File: config.mk
export PLATFORM = sky130hd
export DESIGN_NAME = tspm_core
export DESIGN_NICKNAME = d
export VERILOG_FILES = /design/src/tspm_pkg.sv /design/src/tspm_ms_timer.sv /design/src/tspm_latency.sv /design/src/tspm_core.sv
export SDC_FILE = /design/constraint.sdc
export NUM_CORES = 1
export LEC_CHECK = 0
export ABC_AREA = 1
export BUFFER_PORTS_ARGS = -buffer_cell sky130_fd_sc_hd__buf_4
export CAP_MARGIN = 20
export CORE_ASPECT_RATIO = 0.6
export CORE_MARGIN = 1
export CORE_UTILIZATION = 53
export DETAILED_ROUTE_END_ITERATION = 8
export PLACE_DENSITY_LB_ADDON = 0.3
export SLEW_MARGIN = 30
export SYNTH_ARGS = -nofsm -noshare
export SYNTH_HDL_FRONTEND = slang
export SYNTH_HIERARCHICAL = 1
export SYNTH_SLANG_ARGS = --single-unit
File: constraint.sdc
create_clock -name clk_sys_i -period 2.3 [get_ports clk_sys_i]
set_input_delay 0.345 -clock clk_sys_i [delete_from_list [all_inputs] [get_ports clk_sys_i]]
set_output_delay 0.345 -clock clk_sys_i [all_outputs]
set_load 0.02 [all_outputs]
File: src/tspm_pkg.sv
// Package with constants and types for the touch scan power mode block.
package tspm_pkg;

  localparam int unsigned CLK_HZ        = 20_000_000;
  localparam int unsigned CYC_PER_MS    = CLK_HZ / 1000;
  localparam int unsigned SCAN_MIN_MS   = 25;
  localparam int unsigned SCAN_MAX_MS   = 561;
  localparam logic [5:0]  CONST_25_MS   = 6'd25;
  localparam logic [5:0]  CONST_35_MS   = 6'd35;
  localparam logic [5:0]  CONST_55_MS   = 6'd55;
  localparam logic [3:0]  FEW_BUTTONS   = 4'h5;
  localparam int unsigned DS_HOLD_MS    = 50;
  localparam int unsigned REINIT_NRM_MS = 20;
  localparam int unsigned REINIT_HI_MS  = 50;
  localparam int unsigned SCAN_BUSY_MS  = 5;
  localparam logic [9:0]  OFFSET_RESET  = 10'h000;
  localparam logic [2:0]  BANK_RESET    = 3'h0;
  localparam logic [7:0]  DEBOUNCE_MIN  = 8'h01;
  localparam int unsigned N_BUTTONS     = 10;

  typedef enum logic [2:0] {
    TSPM_BANK_OPER,
    TSPM_BANK_LED,
    TSPM_BANK_DEVCFG,
    TSPM_BANK_PRODTEST,
    TSPM_BANK_DEBUG
  } tspm_bank_t;

  typedef enum logic [2:0] {
    TSPM_ST_SCAN,
    TSPM_ST_SLEEP,
    TSPM_ST_DEEP,
    TSPM_ST_REINIT
  } tspm_state_t;

endpackage

File: src/tspm_ms_timer.sv
// Millisecond tick generator and down counter in milliseconds.
`timescale 1ns/100ps
module tspm_ms_timer (
  input  wire logic       clk_sys_i,
  input  wire logic       rst_n_i,
  input  wire logic       load_i,
  input  wire logic [9:0] load_ms_i,
  output logic            done_o
);
  import tspm_pkg::*;

  localparam logic [14:0] TICK_LAST = 15'(CYC_PER_MS - 1);

  logic [14:0] tick_cnt;
  logic [9:0]  ms_left;

  // Ticks restart on load so a period is exact to the cycle.
  always_ff @(posedge clk_sys_i or negedge rst_n_i) begin
    if (!rst_n_i) begin
      tick_cnt <= 15'h0000;
    end else if (load_i || tick_cnt == TICK_LAST) begin
      tick_cnt <= 15'h0000;
    end else begin
      tick_cnt <= tick_cnt + 15'h0001;
    end
  end

  always_ff @(posedge clk_sys_i or negedge rst_n_i) begin
    if (!rst_n_i) begin
      ms_left <= 10'h000;
    end else if (load_i) begin
      ms_left <= load_ms_i;
    end else if (tick_cnt == TICK_LAST && ms_left != 10'h000) begin
      ms_left <= ms_left - 10'h001;
    end
  end

  // Done looks at the count alone, so a load taken on done forms no loop.
  assign done_o = (ms_left == 10'h000);

endmodule

File: src/tspm_latency.sv
// Scan constant, scan period and touch latency arithmetic.
`timescale 1ns/100ps
module tspm_latency (
  input  wire logic [3:0]  button_count_i,
  input  wire logic        power_opt_i,
  input  wire logic        high_immunity_i,
  input  wire logic [9:0]  offset_ms_i,
  input  wire logic [7:0]  debounce_i,
  output logic      [5:0]  scan_const_o,
  output logic      [9:0]  scan_period_o,
  output logic      [15:0] repeat_lat_o,
  output logic      [15:0] first_lat_o
);
  import tspm_pkg::*;

  logic [10:0] raw_period;
  logic [7:0]  deb;
  logic [7:0]  mult;
  logic [15:0] deb_term;

  always_comb begin
    if (power_opt_i || button_count_i > FEW_BUTTONS) begin
      scan_const_o = high_immunity_i ? CONST_55_MS : CONST_35_MS;
    end else begin
      scan_const_o = high_immunity_i ? CONST_35_MS : CONST_25_MS;
    end
  end

  // The period is offset plus constant, held inside the legal range.
  always_comb begin
    raw_period = 11'(offset_ms_i) + 11'(scan_const_o);
    if (raw_period > 11'(SCAN_MAX_MS)) begin
      scan_period_o = 10'(SCAN_MAX_MS);
    end else if (raw_period < 11'(SCAN_MIN_MS)) begin
      scan_period_o = 10'(SCAN_MIN_MS);
    end else begin
      scan_period_o = raw_period[9:0];
    end
  end

  always_comb begin
    deb  = (debounce_i < DEBOUNCE_MIN) ? DEBOUNCE_MIN : debounce_i;
    mult = high_immunity_i ? deb : 8'((deb - 8'h01) / 8'h03 + 8'h01);
    deb_term     = 16'(scan_const_o) * 16'(mult);
    repeat_lat_o = 16'(scan_const_o) + deb_term;
    first_lat_o  = 16'(scan_period_o) + deb_term;
  end

endmodule

File: src/tspm_core.sv
// Scan timing, deep sleep control and register bank selection of a touch controller.
`timescale 1ns/100ps
// Summary of operation
// - Scan period equals scan time plus sleep.
// - Period is offset plus scan-rate constant.
// - Period clamped to 25 through 561 ms.
// - Constant picked by optimisation, immunity, button count.
// - Deep sleep stops all scanning and blocks.
// - Deep sleep request bit self clears.
// - Low attention line wakes the device.
// - Wake reinitialises sensing; touches suppressed meanwhile.
// - Normal immunity repeat latency uses ceiling of debounce/3.
// - High immunity repeat latency uses debounce.
// - First touch latency uses full period.
// - Debounce accepted from 1 to 255.
// - Five banks; only selected bank visible.
// - Operating bank writes and reads given fields.
// - LED bank holds LED configuration.
// - Device bank holds device configuration.
// - Test bank reports diagnostics and counts.
// - Debug bank returns selected button data.
// - Attention line low before bus transactions.
module tspm_core (
  input  wire logic                 clk_sys_i,
  input  wire logic                 rst_n_i,
  input  wire logic                 attn_sleep_i,
  input  wire logic                 deep_sleep_wr_i,
  input  wire logic                 bank_wr_i,
  input  wire logic [2:0]           bank_sel_i,
  input  wire logic [9:0]           scan_offset_ms_i,
  input  wire logic [3:0]           button_count_i,
  input  wire logic                 power_opt_i,
  input  wire logic                 high_immunity_i,
  input  wire logic [7:0]           debounce_i,
  input  wire logic [9:0]           touch_raw_i,
  output logic                      deep_sleep_req_o,
  output logic                      in_deep_sleep_o,
  output logic                      scanning_o,
  output logic                      scan_start_o,
  output logic                      blocks_on_o,
  output logic                      report_en_o,
  output logic [9:0]                touch_status_o,
  output tspm_pkg::tspm_bank_t      bank_o,
  output logic [4:0]                bank_visible_o,
  output logic [9:0]                scan_period_o,
  output logic [5:0]                scan_const_o,
  output logic [15:0]               repeat_touch_latency_o,
  output logic [15:0]               first_touch_latency_o
);
  import tspm_pkg::*;

  // ------------------------------------------------------------------
  // Pin synchronisers
  // ------------------------------------------------------------------
  logic       attn_meta;
  logic       attn_sync;
  logic [9:0] touch_meta;
  logic [9:0] touch_sync;

  always_ff @(posedge clk_sys_i or negedge rst_n_i) begin
    if (!rst_n_i) begin
      attn_meta  <= 1'b1;
      attn_sync  <= 1'b1;
      touch_meta <= 10'h000;
      touch_sync <= 10'h000;
    end else begin
      attn_meta  <= attn_sleep_i;
      attn_sync  <= attn_meta;
      touch_meta <= touch_raw_i;
      touch_sync <= touch_meta;
    end
  end

  // ------------------------------------------------------------------
  // Timing arithmetic
  // ------------------------------------------------------------------
  logic [9:0]  next_period;
  logic [5:0]  next_const;
  logic [15:0] next_repeat;
  logic [15:0] next_first;

  tspm_latency u_latency (
    .button_count_i  (button_count_i),
    .power_opt_i     (power_opt_i),
    .high_immunity_i (high_immunity_i),
    .offset_ms_i     (scan_offset_ms_i),
    .debounce_i      (debounce_i),
    .scan_const_o    (next_const),
    .scan_period_o   (next_period),
    .repeat_lat_o    (next_repeat),
    .first_lat_o     (next_first)
  );

  always_ff @(posedge clk_sys_i or negedge rst_n_i) begin
    if (!rst_n_i) begin
      scan_period_o          <= 10'(SCAN_MIN_MS);
      scan_const_o           <= CONST_25_MS;
      repeat_touch_latency_o <= 16'h0000;
      first_touch_latency_o  <= 16'h0000;
    end else begin
      scan_period_o          <= next_period;
      scan_const_o           <= next_const;
      repeat_touch_latency_o <= next_repeat;
      first_touch_latency_o  <= next_first;
    end
  end

  // ------------------------------------------------------------------
  // Power state machine
  // ------------------------------------------------------------------
  tspm_state_t state;
  logic        tmr_load;
  logic [9:0]  tmr_ms;
  logic        tmr_done;
  logic        wake_seen;

  tspm_ms_timer u_timer (
    .clk_sys_i (clk_sys_i),
    .rst_n_i   (rst_n_i),
    .load_i    (tmr_load),
    .load_ms_i (tmr_ms),
    .done_o    (tmr_done)
  );

  // Deep sleep is entered after the host raises the line following a request.
  logic ds_enter;
  logic attn_prev;

  always_ff @(posedge clk_sys_i or negedge rst_n_i) begin
    if (!rst_n_i) begin
      attn_prev <= 1'b1;
    end else begin
      attn_prev <= attn_sync;
    end
  end

  assign ds_enter  = deep_sleep_req_o && attn_sync && !attn_prev &&
                     state != TSPM_ST_DEEP;
  assign wake_seen = !attn_sync;

  always_comb begin
    tmr_load = 1'b0;
    tmr_ms   = 10'h000;
    unique case (state)
      TSPM_ST_SCAN: begin
        if (ds_enter) begin
          tmr_load = 1'b0;
        end else if (tmr_done) begin
          tmr_load = 1'b1;
          tmr_ms   = scan_period_o - 10'(SCAN_BUSY_MS);
        end
      end
      TSPM_ST_SLEEP: begin
        if (tmr_done && !ds_enter) begin
          tmr_load = 1'b1;
          tmr_ms   = 10'(SCAN_BUSY_MS);
        end
      end
      TSPM_ST_DEEP: begin
        if (wake_seen) begin
          tmr_load = 1'b1;
          tmr_ms   = high_immunity_i ? 10'(REINIT_HI_MS) : 10'(REINIT_NRM_MS);
        end
      end
      TSPM_ST_REINIT: begin
        if (tmr_done) begin
          tmr_load = 1'b1;
          tmr_ms   = 10'(SCAN_BUSY_MS);
        end
      end
    endcase
  end

  always_ff @(posedge clk_sys_i or negedge rst_n_i) begin
    if (!rst_n_i) begin
      state <= TSPM_ST_SCAN;
    end else if (ds_enter) begin
      state <= TSPM_ST_DEEP;
    end else begin
      unique case (state)
        TSPM_ST_SCAN:   if (tmr_done) state <= TSPM_ST_SLEEP;
        TSPM_ST_SLEEP:  if (tmr_done) state <= TSPM_ST_SCAN;
        TSPM_ST_DEEP:   if (wake_seen) state <= TSPM_ST_REINIT;
        TSPM_ST_REINIT: if (tmr_done) state <= TSPM_ST_SCAN;
      endcase
    end
  end

  // A new host write wins over the self clear in the same cycle.
  always_ff @(posedge clk_sys_i or negedge rst_n_i) begin
    if (!rst_n_i) begin
      deep_sleep_req_o <= 1'b0;
    end else if (deep_sleep_wr_i) begin
      deep_sleep_req_o <= 1'b1;
    end else if (ds_enter) begin
      deep_sleep_req_o <= 1'b0;
    end
  end

  always_ff @(posedge clk_sys_i or negedge rst_n_i) begin
    if (!rst_n_i) begin
      in_deep_sleep_o <= 1'b0;
      blocks_on_o     <= 1'b1;
      scanning_o      <= 1'b1;
      scan_start_o    <= 1'b0;
      report_en_o     <= 1'b1;
    end else begin
      in_deep_sleep_o <= (state == TSPM_ST_DEEP);
      blocks_on_o     <= (state != TSPM_ST_DEEP);
      scanning_o      <= (state == TSPM_ST_SCAN);
      scan_start_o    <= (state == TSPM_ST_SLEEP) && tmr_done && !ds_enter;
      report_en_o     <= (state == TSPM_ST_SCAN) || (state == TSPM_ST_SLEEP);
    end
  end

  // Touch status follows the sense inputs only while scanning, holds in sleep and clears in deep sleep and reinit.
  always_ff @(posedge clk_sys_i or negedge rst_n_i) begin
    if (!rst_n_i) begin
      touch_status_o <= 10'h000;
    end else if (state == TSPM_ST_SCAN) begin
      touch_status_o <= touch_sync;
    end else if (state == TSPM_ST_DEEP || state == TSPM_ST_REINIT) begin
      touch_status_o <= 10'h000;
    end
  end

  // ------------------------------------------------------------------
  // Register bank selection
  // ------------------------------------------------------------------
  always_ff @(posedge clk_sys_i or negedge rst_n_i) begin
    if (!rst_n_i) begin
      bank_o <= TSPM_BANK_OPER;
    end else if (bank_wr_i && bank_sel_i <= 3'(TSPM_BANK_DEBUG)) begin
      bank_o <= tspm_bank_t'(bank_sel_i);
    end
  end

  // One-hot view: operating, LED, device config, test, debug.
  always_ff @(posedge clk_sys_i or negedge rst_n_i) begin
    if (!rst_n_i) begin
      bank_visible_o <= 5'h01;
    end else if (bank_wr_i && bank_sel_i <= 3'(TSPM_BANK_DEBUG)) begin
      bank_visible_o <= 5'h01 << bank_sel_i;
    end
  end

  // ------------------------------------------------------------------
  // Assertions
  // ------------------------------------------------------------------
  a_period_range: assert property (
    @(posedge clk_sys_i) disable iff (!rst_n_i)
    scan_period_o >= 10'(SCAN_MIN_MS) && scan_period_o <= 10'(SCAN_MAX_MS))
    else $error("scan period out of range");

  a_req_clears: assert property (
    @(posedge clk_sys_i) disable iff (!rst_n_i)
    ds_enter && !deep_sleep_wr_i |=> !deep_sleep_req_o)
    else $error("deep sleep request not cleared");

  a_no_scan_deep: assert property (
    @(posedge clk_sys_i) disable iff (!rst_n_i)
    ds_enter |=> ##1 (!scanning_o && !blocks_on_o))
    else $error("scanning during deep sleep");

  a_wake_reinit: assert property (
    @(posedge clk_sys_i) disable iff (!rst_n_i)
    state == TSPM_ST_DEEP && wake_seen |=> state == TSPM_ST_REINIT)
    else $error("no wake on low line");

  a_reinit_quiet: assert property (
    @(posedge clk_sys_i) disable iff (!rst_n_i)
    state == TSPM_ST_REINIT |=> !report_en_o && touch_status_o == 10'h000)
    else $error("touch reported during reinit");

  a_const_power: assert property (
    @(posedge clk_sys_i) disable iff (!rst_n_i)
    power_opt_i
      |=> scan_const_o == ($past(high_immunity_i) ? CONST_55_MS : CONST_35_MS))
    else $error("wrong scan constant");

  a_first_latency: assert property (
    @(posedge clk_sys_i) disable iff (!rst_n_i)
    1'b1 |=> first_touch_latency_o - repeat_touch_latency_o ==
             16'($past(next_period)) - 16'($past(next_const)))
    else $error("first touch latency mismatch");

  a_bank_onehot: assert property (
    @(posedge clk_sys_i) disable iff (!rst_n_i)
    $onehot(bank_visible_o) && bank_visible_o == (5'h01 << bank_o))
    else $error("bank view not one hot");

  a_scan_sleep: assert property (
    @(posedge clk_sys_i) disable iff (!rst_n_i)
    state == TSPM_ST_SCAN && tmr_done && !ds_enter |=> state == TSPM_ST_SLEEP)
    else $error("scan not followed by sleep");

  a_req_set: assert property (
    @(posedge clk_sys_i) disable iff (!rst_n_i)
    deep_sleep_wr_i |=> deep_sleep_req_o)
    else $error("deep sleep request not set by write");

  a_deep_entry: assert property (
    @(posedge clk_sys_i) disable iff (!rst_n_i)
    deep_sleep_req_o && $rose(attn_sync) |=> ##1 in_deep_sleep_o)
    else $error("deep sleep not entered on line release");

  a_deep_quiet: assert property (
    @(posedge clk_sys_i) disable iff (!rst_n_i)
    in_deep_sleep_o |-> !scanning_o && !scan_start_o && touch_status_o == 10'h000)
    else $error("activity during deep sleep");

  a_lat_normal: assert property (
    @(posedge clk_sys_i) disable iff (!rst_n_i)
    !high_immunity_i && debounce_i <= 8'h03
      |=> repeat_touch_latency_o == 16'(scan_const_o) * 16'h0002)
    else $error("normal immunity latency wrong");

  a_lat_high: assert property (
    @(posedge clk_sys_i) disable iff (!rst_n_i)
    high_immunity_i && debounce_i == 8'hff
      |=> repeat_touch_latency_o == 16'(scan_const_o) * 16'h0100)
    else $error("high immunity latency wrong");

  a_bank_take: assert property (
    @(posedge clk_sys_i) disable iff (!rst_n_i)
    bank_wr_i && bank_sel_i <= 3'(TSPM_BANK_DEBUG) |=> 3'(bank_o) == $past(bank_sel_i))
    else $error("bank write not taken");

  a_bank_ignore: assert property (
    @(posedge clk_sys_i) disable iff (!rst_n_i)
    bank_wr_i && bank_sel_i > 3'(TSPM_BANK_DEBUG) |=> $stable(bank_o))
    else $error("illegal bank code taken");

  c_deep_entry:  cover property (@(posedge clk_sys_i) disable iff (!rst_n_i) ds_enter);
  c_wake:        cover property (@(posedge clk_sys_i) disable iff (!rst_n_i)
                   state == TSPM_ST_REINIT && tmr_done);
  c_scan_cycle:  cover property (@(posedge clk_sys_i) disable iff (!rst_n_i) scan_start_o);
  c_debug_bank:  cover property (@(posedge clk_sys_i) disable iff (!rst_n_i)
                   bank_o == TSPM_BANK_DEBUG);

endmodule

## After elaboration in Yosys (flattened, before gate mapping)

Index checks and enable logic that the tools add are counted.

- Bits in registers: 123
- Input port bits: 42
- Output and inout bits: 72
- Word-level logic and storage cells: 98

- Add/sub/neg operators: 8
- $mul: 1
- Div/mod/pow operators: 1
- Magnitude comparators: 5
- Eq/ne operators: 8
- Shift operators: 1
- Multiplexer cells: 31
- Reductions and logical operators: 22

Operators by type and width:

| cell | number |
|---|---|
| $mux 10 | 8 |
| $pmux 10 s4 | 1 |
| $mux 6 | 4 |
| $mux 3 | 6 |
| $mux 8 | 2 |
| $add 10x14->15 | 1 |
| $add 15x1->15 const B | 1 |
| $add 6x14->15 | 1 |
| $eq 15x15->1 const B | 1 |
| $mux 15 | 1 |
| $mul 6x8->14 | 1 |
| $add 10x6->11 | 1 |
| $gt 11x10->1 const B | 1 |
| $lt 11x5->1 const B | 1 |
| $logic_not 10->1 | 1 |
| $reduce_bool 10->1 | 1 |
| $sub 10x1->10 const B | 1 |
| $sub 10x3->10 const B | 1 |
| $pmux 3 s3 | 1 |
| $add 8x1->8 const B | 1 |
| $div 8x2->8 const B | 1 |
| $logic_and 1x1->1 | 8 |
| $lt 8x1->1 const B | 1 |
| $sub 8x1->8 const B | 1 |
| other kinds (17) | 30 |

## Depth between registers and ports, before layout

Gate-level depths: netlist of run 1.

- Depth after elaboration: 9
- Mapped depth: 62
- Gate-level depth less buffers: 62

## Hierarchy

The synthesis of run 1 kept the hierarchy.

Modules (own cells, without submodules):

| module | times used | cells an instance | area each (um^2) | sequential area each (um^2) |
|---|---|---|---|---|
| tspm_latency | 1 | 524 | 3375.7 | 0.0 |
| tspm_core | 1 | 243 | 3104.2 | 2443.6 |
| tspm_ms_timer | 1 | 234 | 1634.1 | 625.6 |

## Worst setup path after synthesis of run 1

Ideal clock, no wire load.

- Path kind: input to register
- From: input debounce_i[2]
- To: register first_touch_latency_o[13]
- Library setup time: 0.079 ns
- Arrival time: 7.864 ns
- Required time: 2.221 ns
- Slack: -5.644 ns
- Cell stages on the path: 53
- Buffers on the path: 0
- Path through: inv_1 -> nand2_1 -> nor2_4 -> nand2_2 -> nand2_1 -> inv_2 -> ha_1 -> nand2_1 -> nand2_1 -> nand2_2 -> nand3_2 -> a21oi_2 -> nor2_4 -> o21bai_2 -> nand3_2 -> nand3_1 -> nand3_2 -> nand2_2 -> [... 17 more ...] -> fa_1 -> fa_1 -> inv_1 -> ha_1 -> a21oi_1 -> and2_1 -> inv_1 -> or2_2 -> nand2_1 -> inv_1 -> ha_1 -> nand2_1 -> o21ai_0 -> a21oi_1 -> o21bai_1 -> a21oi_1 -> nor4_1 -> xor2_1

- Word-level cells in the longest chain between the ends: 8

Ends and longest elaborated chain:

| element | RTL line | RTL |
|---|---|---|
| start, declared | tspm_core.sv:34 | `input wire logic [7:0] debounce_i,` |
| $lt 8x1->1 | tspm_latency.sv:42 | `deb = (debounce_i < DEBOUNCE_MIN) ? DEBOUNCE_MIN : debounce_i;` |
| $mux 8 * | tspm_latency.sv:42 |  |
| $sub 8x1->8 | tspm_latency.sv:43 | `mult = high_immunity_i ? deb : 8'((deb - 8'h01) / 8'h03 + 8'h01);` |
| $div 8x2->8 | tspm_latency.sv:43 |  |
| $add 8x1->8 | tspm_latency.sv:43 |  |
| $mux 8 * | tspm_latency.sv:43 |  |
| $mul 6x8->14 * | tspm_latency.sv:44 | `deb_term = 16'(scan_const_o) * 16'(mult);` |
| $add 10x14->15 * | tspm_latency.sv:46 | `first_lat_o = 16'(scan_period_o) + deb_term;` |
| via next_first[13] | tspm_core.sv:80 | `logic [15:0] next_first;` |
| end signal, assigned | tspm_core.sv:104 | `first_touch_latency_o <= next_first;` |
| end, declared | tspm_core.sv:48 | `output logic [15:0] first_touch_latency_o` |

Mark *: on every way through the listed nets, which the timed path passes. The rest lies on a longest branch.
A chain may end at the register's enable or synchronous reset.

## Worst setup path in the final report of run 1

Ends and elaborated chain as after synthesis.

==> summary.txt, run 1 <==
DETAILED ROUTING
-----------------------------------------------------------------------------------------------
Wire length reported by the detailed router                                            39200 µm
Residual DRC count                                                                            1
Vias/cell                                                                                  6.19
Number of detailed-routing iterations run before antenna repair                               9
Residual antenna-violating net count after detailed routing                                   0
Via count of the routed design                                                             9842
Routed wirelength normalized by instance count                                          24.6 µm
Starting DRT DRC Count                                                                     1457

FLOORPLANNING
-----------------------------------------------------------------------------------------------
Core Region                                                                          0.0147 mm²
Initial Util                                                                              55.1%
Placement row count                                                                          34
Overall die area                                                                     0.0158 mm²
Chip width                                                                               162 µm
Die extent in y                                                                         97.8 µm
I/O Pins                                                                                    114

PLACE
-----------------------------------------------------------------------------------------------
Count of buffers inserted at the top-level ports                                            112
Detailed Place HPWL                                                                    17700 µm
Gpl congestion                                                                            0.926
Placement-stage cell area                                                            0.0109 mm²
Placed Cells incl. Taps                                                                    1477

PWR
-----------------------------------------------------------------------------------------------
Net switching share of the total power                                                    47.8%
Sequential Power Share                                                                    12.5%
Power density normalized to cell area                                               1920 mW/mm²
Switching Power                                                                         12.2 mW
Part of the power in combinational logic                                                  76.1%
Internal power                                                                          13.3 mW
Leakage power                                                                           6.69 nW
Maximum vdd ir drop                                                                   0.00217 V
Share of total power in the clock network                                                 11.4%
Total power consumption of the routed design                                            25.4 mW

WORST SETUP PATH
-----------------------------------------------------------------------------------------------
Critical path type                                                                    in -> reg
Sort of element at the end of the critical path                                        register
Worst path most repeated cell                                                           nand2_2
Endpoint required time on the critical path                                             2.63 ns
Slowest stage cell on the critical path                                                    fa_1
RR Startpoint                                                                      u_timer/ms_left[0]
Setup slack, reg-to-reg                                                                -0.11 ns
Critical path fanouts, max                                                                    4
Worst Setup Start Kind                                                               input port
Worst reg2reg path endpoint                                                        u_timer/ms_left[0]
Endpoint arrival time on the critical path                                              8.33 ns
R2r worst-path depth                                                                         14
Longest individual stage delay on the worst path                                        0.55 ns

CLOCKING
-----------------------------------------------------------------------------------------------
Later-pin clock latency in the skew report                                              0.44 ns
# clock sinks                                                                               122
Clock input transition at the sequential cells of the worst setup and hold paths        0.07 ns
TritonCTS clock tree                                                                        yes
Number of buffers on the longest clock path                                                   2
Depth of the CTS H-tree                                                                       4
Clock tree root driver cell                                                           clkbuf_16
Clock buffer count from CTS                                                                  17

WORST HOLD PATH
-----------------------------------------------------------------------------------------------
Worst hold path type                                                                  in -> reg
Hold path depth                                                                               1
Startpoint of the lowest-slack hold path                                           touch_raw_i[5]
Endpoint of the worst hold path                                                    touch_meta[5]

TIMING
-----------------------------------------------------------------------------------------------
Final worst slack                                                                      -5.71 ns
Final Max Slew Viols                                                                          0
Summed negative setup slack over all endpoints                                       -147.06 ns
Period Utilization, post-route                                                             348%
Layout Skew                                                                           0.0175 ns
Minimum clock period after layout                                                       8.01 ns
Number of hold-slack violations in the final timing report                                    0
Achievable Freq                                                                       0.125 GHz
Fin Hold WS                                                                           0.0181 ns
Actual slew at the worst max-slew pin                                                  0.729 ns
Finish-stage setup viols                                                                     44
Headroom to the max-slew limit                                                            51.4%
Unrepaired setup endpoints after global routing                                            true

SYNTH
-----------------------------------------------------------------------------------------------
Count of different cell masters after synthesis                                              47
Syn_area_per_cell                                                                      8.11 µm²
Share of synthesized flip-flops with an asynchronous set or reset                          100%
Warnings from Yosys                                                                           6
Prevailing post-synth register cell                                                     dfrtp_1
Fraction of the yosys area taken by sequential cells                                      37.8%
Netlist area before placement                                                       0.00811 mm²
Number of flip-flops and latches in the synthesized netlist                                 122
Synthesized instance count                                                                 1001
Number of flops mapped to enable cells by yosys                                               0

FINAL LAYOUT
-----------------------------------------------------------------------------------------------
Filler Cells Inserted                                                                       558
Highest-count cells in the layout ignoring fill and taps                           306 x buf_4, 170 x nand2_1, 125 x inv_1, 109 x dfrtp_1, 77 x nor2_1
Synth-to-layout area growth                                                               63.3%
Post-Layout Inst Area                                                                0.0132 mm²
Commonest non-fill, non-tap cell in the layout                                            buf_4
Nets@finish                                                                                1502
Fraction of final layout cells sized beyond drive strength 1                              48.9%
Cell Count, Final, Fillers Out                                                             1591

GRT
-----------------------------------------------------------------------------------------------
First-pass GRT wire length                                                             48400 µm
Initial antenna violation count                                                               1
Number of global-route vias before repair                                                  9086
Total global routing overflow                                                                 0
Largest net degree at the start of global routing                                            32
Global router's overall resource usage                                                    40.2%

FLOW RUN
-----------------------------------------------------------------------------------------------
Max cap viols                                                                                 0

STATUS
-----------------------------------------------------------------------------------------------
Failing checks                                                                     design-rule violations, negative setup slack
Run status                                                                         finished with violations

## metrics by stage
stage	utilization, %	worst slack, ns
2_1_floorplan	-	-5.06
3_3_place_gp	74.1	-5.22
3_5_place_dp	74.1	-5.54
4_1_cts	85.0	-4.88
5_1_grt	90.0	-5.99
6_report	90.0	-5.71
## logic make-up after synthesis
| family | Yosys count | synth area share (%) |
|---|---|---|
| buf+inv | 192 | 9.34 |
| other cells | 2 | 0.0926 |
| flops | 122 | 37.8 |
| compound gates | 104 | 7.25 |
| xor+xnor | 39 | 4.21 |
| fa+ha+maj | 81 | 15.1 |
| simple gates | 461 | 26.2 |
## cell usage after synthesis, types with 11 or more instances
cell type	n	area [µm²]
inv_1	162	608
dfrtp_1	109	2730
o21ai_0	32	160
nand2_2	18	113
dfstp_2	13	342
xor2_1	33	289
fa_1	28	561
nor2_1	99	372
nand3_1	78	390
a21oi_1	48	240
ha_1	53	663
nor3_1	11	55.1
nand2_1	207	777
inv_2	14	52.6
## sequential cells by signal, indices dropped and copies added (netlist names), 2 cells and up
signal,count
state,2
u_timer/ms_left,10
bank_visible_o,5
scan_period_o,10
repeat_touch_latency_o,16
touch_meta,10
touch_status_o,10
touch_sync,10
scan_const_o,6
first_touch_latency_o,16
bank_o,3
u_timer/tick_cnt,15
## worst max-delay path: cells and delay by family
kind	cells	cell delay, ns
xor+xnor	1	0.25
fa+ha+maj	7	2.44
simple gates	22	2.62
buf+inv	11	0.94
compound gates	10	1.72
## power by group through the flow
stage               Combinational [mW]  Clock, mW  Sequential (mW)
finish                            19.4       2.90             3.19
global route                      20.0       3.02             3.22
CTS                               15.8       2.80             3.10
detailed placement                12.3          0             3.11
global placement                  11.9          0             3.10
floorplan                         6.66          0             3.47
## timing repair
item,in CTS,in global routing
pin swaps,98,78
setup endpoints to repair,40,65
gates resized for setup,139,121
endpoints found under the hold margin,20,0
setup buffers,54,34
hold buffers,1,0
## metal layers
| metal | track usage, % | vias up | wire length, µm |
|---|---|---|---|
| li1 | - | 3885 | - |
| met1 | 50.2 | 4610 | 13300 |
| met2 | 67.4 | 979 | 17200 |
| met3 | 9.43 | 366 | 5100 |
| met4 | 16.8 | 2 | 3460 |
| met5 | 0 | - | 65 |
## how the worst max path moves through the flow
stage / startpoint / to / slack, ns / cells after the start
after detailed placement: debounce_i[3] / first_touch_latency_o[13] / -5.54 / 51
after global routing: debounce_i[2] / first_touch_latency_o[13] / -5.99 / 52
final: debounce_i[2] / first_touch_latency_o[13] / -5.71 / 51
after CTS: debounce_i[5] / first_touch_latency_o[13] / -4.88 / 55
after floorplan: debounce_i[3] / first_touch_latency_o[13] / -5.06 / 55
after global placement: debounce_i[3] / first_touch_latency_o[12] / -5.22 / 50
## cell type report
type	count	area [µm²]	share of cell area [%]
inverter	178	741	5.59
sequential	122	3070	23.2
clock buffer	17	425	3.21
multi-input combinational	688	5510	41.6
clock inverter	15	178	1.34
timing repair buffer	372	3070	23.2
tap	198	248	1.87
antenna	1	2.50	0.0189
Note: power is estimated with default switching activity, not from simulation.
==> run 2, diff against run 1 <==
Settings changed: CORE_ASPECT_RATIO 0.6 to unset, REMOVE_ABC_BUFFERS set to 1.
==> run 2 against run 1 <==
Net effect: the flow now stops in 5_1_grt; synthesized cell count unchanged; synthesized area is the same.
==> summary.txt, run 2 <==
STATUS
----------------------------------------------------------------------------------
Run status                                                            did not finish
Stop stage                                                                 5_1_grt
First reported error                                                  [ERROR GRT-0232] Routing congestion too high. Check the congestion heatmap in the GUI.

SYNTH
----------------------------------------------------------------------------------
Cell type with the largest total area after synthesis                      dfrtp_1
Top cell type's share of synthesized area                                    33.6%   unchanged
Synthesized instance count                                                    1001   unchanged
Ranking of synthesized cells by instance count                        207 x nand2_1, 162 x inv_1, 109 x dfrtp_1, 99 x nor2_1, 78 x nand3_1
Most numerous cell in the Yosys netlist                                    nand2_1
Syn_area_per_cell                                                         8.11 µm²   unchanged
Prevailing post-synth register cell                                        dfrtp_1
Count of different cell masters after synthesis                                 47   unchanged
Warnings from Yosys                                                              6   unchanged
Leading post-synthesis cells by cell area                             dfrtp_1 34%, nand2_1 9.6%, ha_1 8.2%
Fraction of the yosys area taken by sequential cells                         37.8%   unchanged
Netlist area before placement                                          0.00811 mm²   unchanged
Number of flip-flops and latches in the synthesized netlist                    122   unchanged
Number of flops mapped to enable cells by yosys                                  0   unchanged
Share of synthesized flip-flops with an asynchronous set or reset             100%   unchanged

FLOORPLANNING
----------------------------------------------------------------------------------
Chip width                                                                  126 µm   -22%
I/O Pins                                                                       114   unchanged
Initial Util                                                                 55.0%   -0.13 points
Die extent in y                                                             126 µm   +29%
Placement row count                                                             44   +29%

TIMING
----------------------------------------------------------------------------------
Pin category terminating the worst setup path after the last repair   sequential cell input
Crit. endpoint post-GRT repair                                        repeat_touch_latency_o[11]$_DFF_PN0_/D

GRT
----------------------------------------------------------------------------------
Total global routing overflow                                                   26
Global router's overall resource usage                                       76.5%
Largest net degree at the start of global routing                               50

CLOCKING
----------------------------------------------------------------------------------
Clock tree root driver cell                                              clkbuf_16
# clock sinks                                                                  122   unchanged
Number of buffers on the longest clock path                                      2   unchanged
Depth of the CTS H-tree                                                          4   unchanged
Clock buffer count from CTS                                                     17   unchanged

PLACE
----------------------------------------------------------------------------------
Count of buffers inserted at the top-level ports                               112   unchanged
Placement-stage cell area                                               0.0104 mm²   -4.3%
Gpl congestion                                                               0.936   +1.0%
Detailed Place HPWL                                                       15800 µm   -11%

## run 2: cell counts after synthesis
Identical to the previous run, type by type.
## run 2: kinds of logic after synthesis
| group | after synthesis | synth area share (%) |
|---|---|---|
| adders and majority gates | 81 | 15.1 |
| other | 2 | 0.0926 |
| DFF | 122 | 37.8 |
| AOI/OAI and AO/OA | 104 | 7.25 |
| buffers and inverters | 192 | 9.34 |
| and+or+nand+nor | 461 | 26.2 |
| xor gates and xnor gates | 39 | 4.21 |
## run 2: what timing repair did
action | 4_1_cts
pin swaps | 111
buffers inserted | 57
gates resized for setup | 236
endpoints found under the hold margin | 35
hold buffers | 1
setup endpoints to repair | 40
## run 2: routing by layer
layer,overflow,GRT usage [%]
met1,0,75.9
met2,13,91.0
met3,1,63.1
met4,12,77.6
met5,0,38.1
## run 2: through the flow
| step | std cells | setup WS [ns] |
|---|---|---|
| after CTS | 1546 | -4.98 |
| after global placement | 1461 | -5.47 |
| after detailed placement | 1461 | -5.93 |
| after floorplan | 988 | -5.65 |
==> run 3, diff against run 2 <==
Settings changed: CORE_UTILIZATION 53 to 40, PLACE_DENSITY_LB_ADDON 0.3 to 0.15.
Clock period 2.3 ns to 3 ns, I/O delays scaled along.
==> run 3 against run 2 <==
Net effect: the flow now finishes, with violations (negative setup slack).
==> summary.txt, run 3 (same netlist as run 1, synthesis figures left out) <==
PLACE
-----------------------------------------------------------------------------------------------
Placement-stage cell area                                                            0.0105 mm²   +0.40%
Placed Cells incl. Taps                                                                    1534   +5.0%
Gpl congestion                                                                            0.861   -8.0%
Count of buffers inserted at the top-level ports                                            112   unchanged
Setup slack at placement                                                               -5.17 ns   +0.762 ns
Detailed Place HPWL                                                                    15600 µm   -1.7%

FINAL LAYOUT
-----------------------------------------------------------------------------------------------
Final core occ                                                                            65.4%
Inserted Diodes                                                                               0
Synth-to-layout area growth                                                               58.3%
Nets@finish                                                                                1474
Post-Layout Inst Area                                                                0.0128 mm²
Fraction of final layout cells sized beyond drive strength 1                              46.6%
Highest-count cells in the layout ignoring fill and taps                           298 x buf_4, 181 x nand2_1, 125 x inv_1, 109 x dfrtp_1, 78 x nor2_1
Cell Count, Final, Fillers Out                                                             1629
Commonest non-fill, non-tap cell in the layout                                            buf_4
Registers with the most flip-flops                                                 first_touch_latency_o x16, repeat_touch_latency_o x16, u_timer/tick_cnt x15

STATUS
-----------------------------------------------------------------------------------------------
Run status                                                                         finished with violations
Failing checks                                                                     negative setup slack

FLOW RUN
-----------------------------------------------------------------------------------------------
Max cap viols                                                                                 0

PWR
-----------------------------------------------------------------------------------------------
Power density normalized to cell area                                               1310 mW/mm²
Maximum vdd ir drop                                                                   0.00114 V
Total power consumption of the routed design                                            16.8 mW
Leakage power                                                                           6.45 nW

TIMING
-----------------------------------------------------------------------------------------------
Unrepaired setup endpoints after global routing                                            true
Fin Hold WS                                                                           0.0665 ns
Summed negative setup slack over all endpoints                                        -96.75 ns
Finish-stage setup viols                                                                     35
Period Utilization, post-route                                                             241%
Final Max Slew Viols                                                                          0
Number of hold-slack violations in the final timing report                                    0
Achievable Freq                                                                       0.139 GHz
Actual slew at the worst max-slew pin                                                  0.823 ns
Minimum clock period after layout                                                       7.22 ns
Final worst slack                                                                      -4.22 ns
Headroom to the max-slew limit                                                            44.9%
Layout Skew                                                                          0.00815 ns

GRT
-----------------------------------------------------------------------------------------------
Initial antenna violation count                                                               0
First-pass GRT wire length                                                             35500 µm
Number of global-route vias before repair                                                  7706
Total global routing overflow                                                                 0
Largest net degree at the start of global routing                                            53
Global router's overall resource usage                                                    22.1%

FLOORPLANNING
-----------------------------------------------------------------------------------------------
I/O Pins                                                                                    114   unchanged
Initial Util                                                                              41.3%   -14 points
Die extent in y                                                                          144 µm   +15%
Chip width                                                                               144 µm   +15%
Placement row count                                                                          51   +16%
Overall die area                                                                     0.0209 mm²
Core Region                                                                          0.0197 mm²

WORST SETUP PATH
-----------------------------------------------------------------------------------------------
Longest individual stage delay on the worst path                                        0.53 ns
Count of buffering cells on the critical path with inverters included                        11
Worst Setup Start Kind                                                               input port
Worst path most repeated cell                                                           nand2_2
Largest delay contributor family on the critical path                              simple AND/OR/NAND/NOR gates
Slowest stage cell on the critical path                                                    fa_1
Endpoint required time on the critical path                                             3.34 ns
Critical path fanouts, max                                                                    4
Critical path type                                                                    in -> reg
Endpoint arrival time on the critical path                                              7.56 ns
Sort of element at the end of the critical path                                        register

DETAILED ROUTING
-----------------------------------------------------------------------------------------------
Starting DRT DRC Count                                                                      298
Residual antenna-violating net count after detailed routing                                   0
Vias/cell                                                                                  4.70
Via count of the routed design                                                             7659
Number of detailed-routing iterations run before antenna repair                               4
Residual DRC count                                                                            0
Wire length reported by the detailed router                                            22700 µm
Routed wirelength normalized by instance count                                          13.9 µm

WORST HOLD PATH
-----------------------------------------------------------------------------------------------
Worst hold path type                                                                in -> async

CLOCKING
-----------------------------------------------------------------------------------------------
Depth of the CTS H-tree                                                                       4   unchanged
TritonCTS clock tree                                                                        yes
Cts-stage hold buffer count                                                                   0   -1
Later-pin clock latency in the skew report                                              0.41 ns
Clock tree root driver cell                                                           clkbuf_16
Clock buffer count from CTS                                                                  17   unchanged
Number of buffers on the longest clock path                                                   2   unchanged
# clock sinks                                                                               122   unchanged
Clock input transition at the sequential cells of the worst setup and hold paths        0.06 ns

run 3: path summary, 6_finish.rpt:
check | slack [ns] | cells past startpoint | endpoint | from
max in group asynchronous | 2.09 | 2 | scanning_o | rst_n_i
max reg2reg | 0.40 | 15 | u_timer/tick_cnt[2] | u_timer/ms_left[0]
min | 0.07 | 1 | bank_visible_o[4] | rst_n_i
min reg2reg | 0.34 | 0 | touch_sync[8] | touch_meta[8]
max | -4.22 | 56 | first_touch_latency_o[13] | debounce_i[5]
min in group clk_sys_i | 0.14 | 1 | touch_meta[3] | touch_raw_i[3]
run 3: worst reg2reg max path, cell delays in order (launching register included):
cell     delay, ns
dfrtp_1       0.41
inv_1         0.13
ha_1          0.30
nand2_2       0.13
nor2_4        0.13
nand2_1       0.09
nor2_2        0.22
nand2_1       0.10
inv_1         0.12
nand2_1       0.08
nand3_1       0.10
inv_1         0.16
nand2_2       0.31
nor2_1        0.06
o21ai_0       0.09
inv_1         0.05
run 3: what timing repair did:
action	in CTS	in global routing
buffers inserted	45	24
resized for setup	192	125
endpoints found under the setup margin	39	38
pin swaps	85	87
run 3: area by class of cell:
type                    instances  area [µm²]
flip-flops and latches        122        3070
well taps                     265         332
repair buffers                344        2770
multi-input cells             688        5380
clock inverters                14         160
fillers                      1638        6810
clock buffers                  18         429
inverters                     178         704
run 3: routing by layer:
layer / global-route usage [%] / share of wire, % / vias up
met5: 0 / 0 / -
met4: 6.65 / 1.6 / 0
met3: 3.84 / 2.4 / 29
met2: 41.1 / 55 / 126
met1: 25.7 / 41 / 3671
li1: - / - / 3833
run 3: report_power, final:
| part | internal (mW) | switching, mW |
|---|---|---|
| clock | 1.24 | 0.802 |
| combinational | 6.29 | 6.11 |
| sequential | 2.13 | 0.248 |
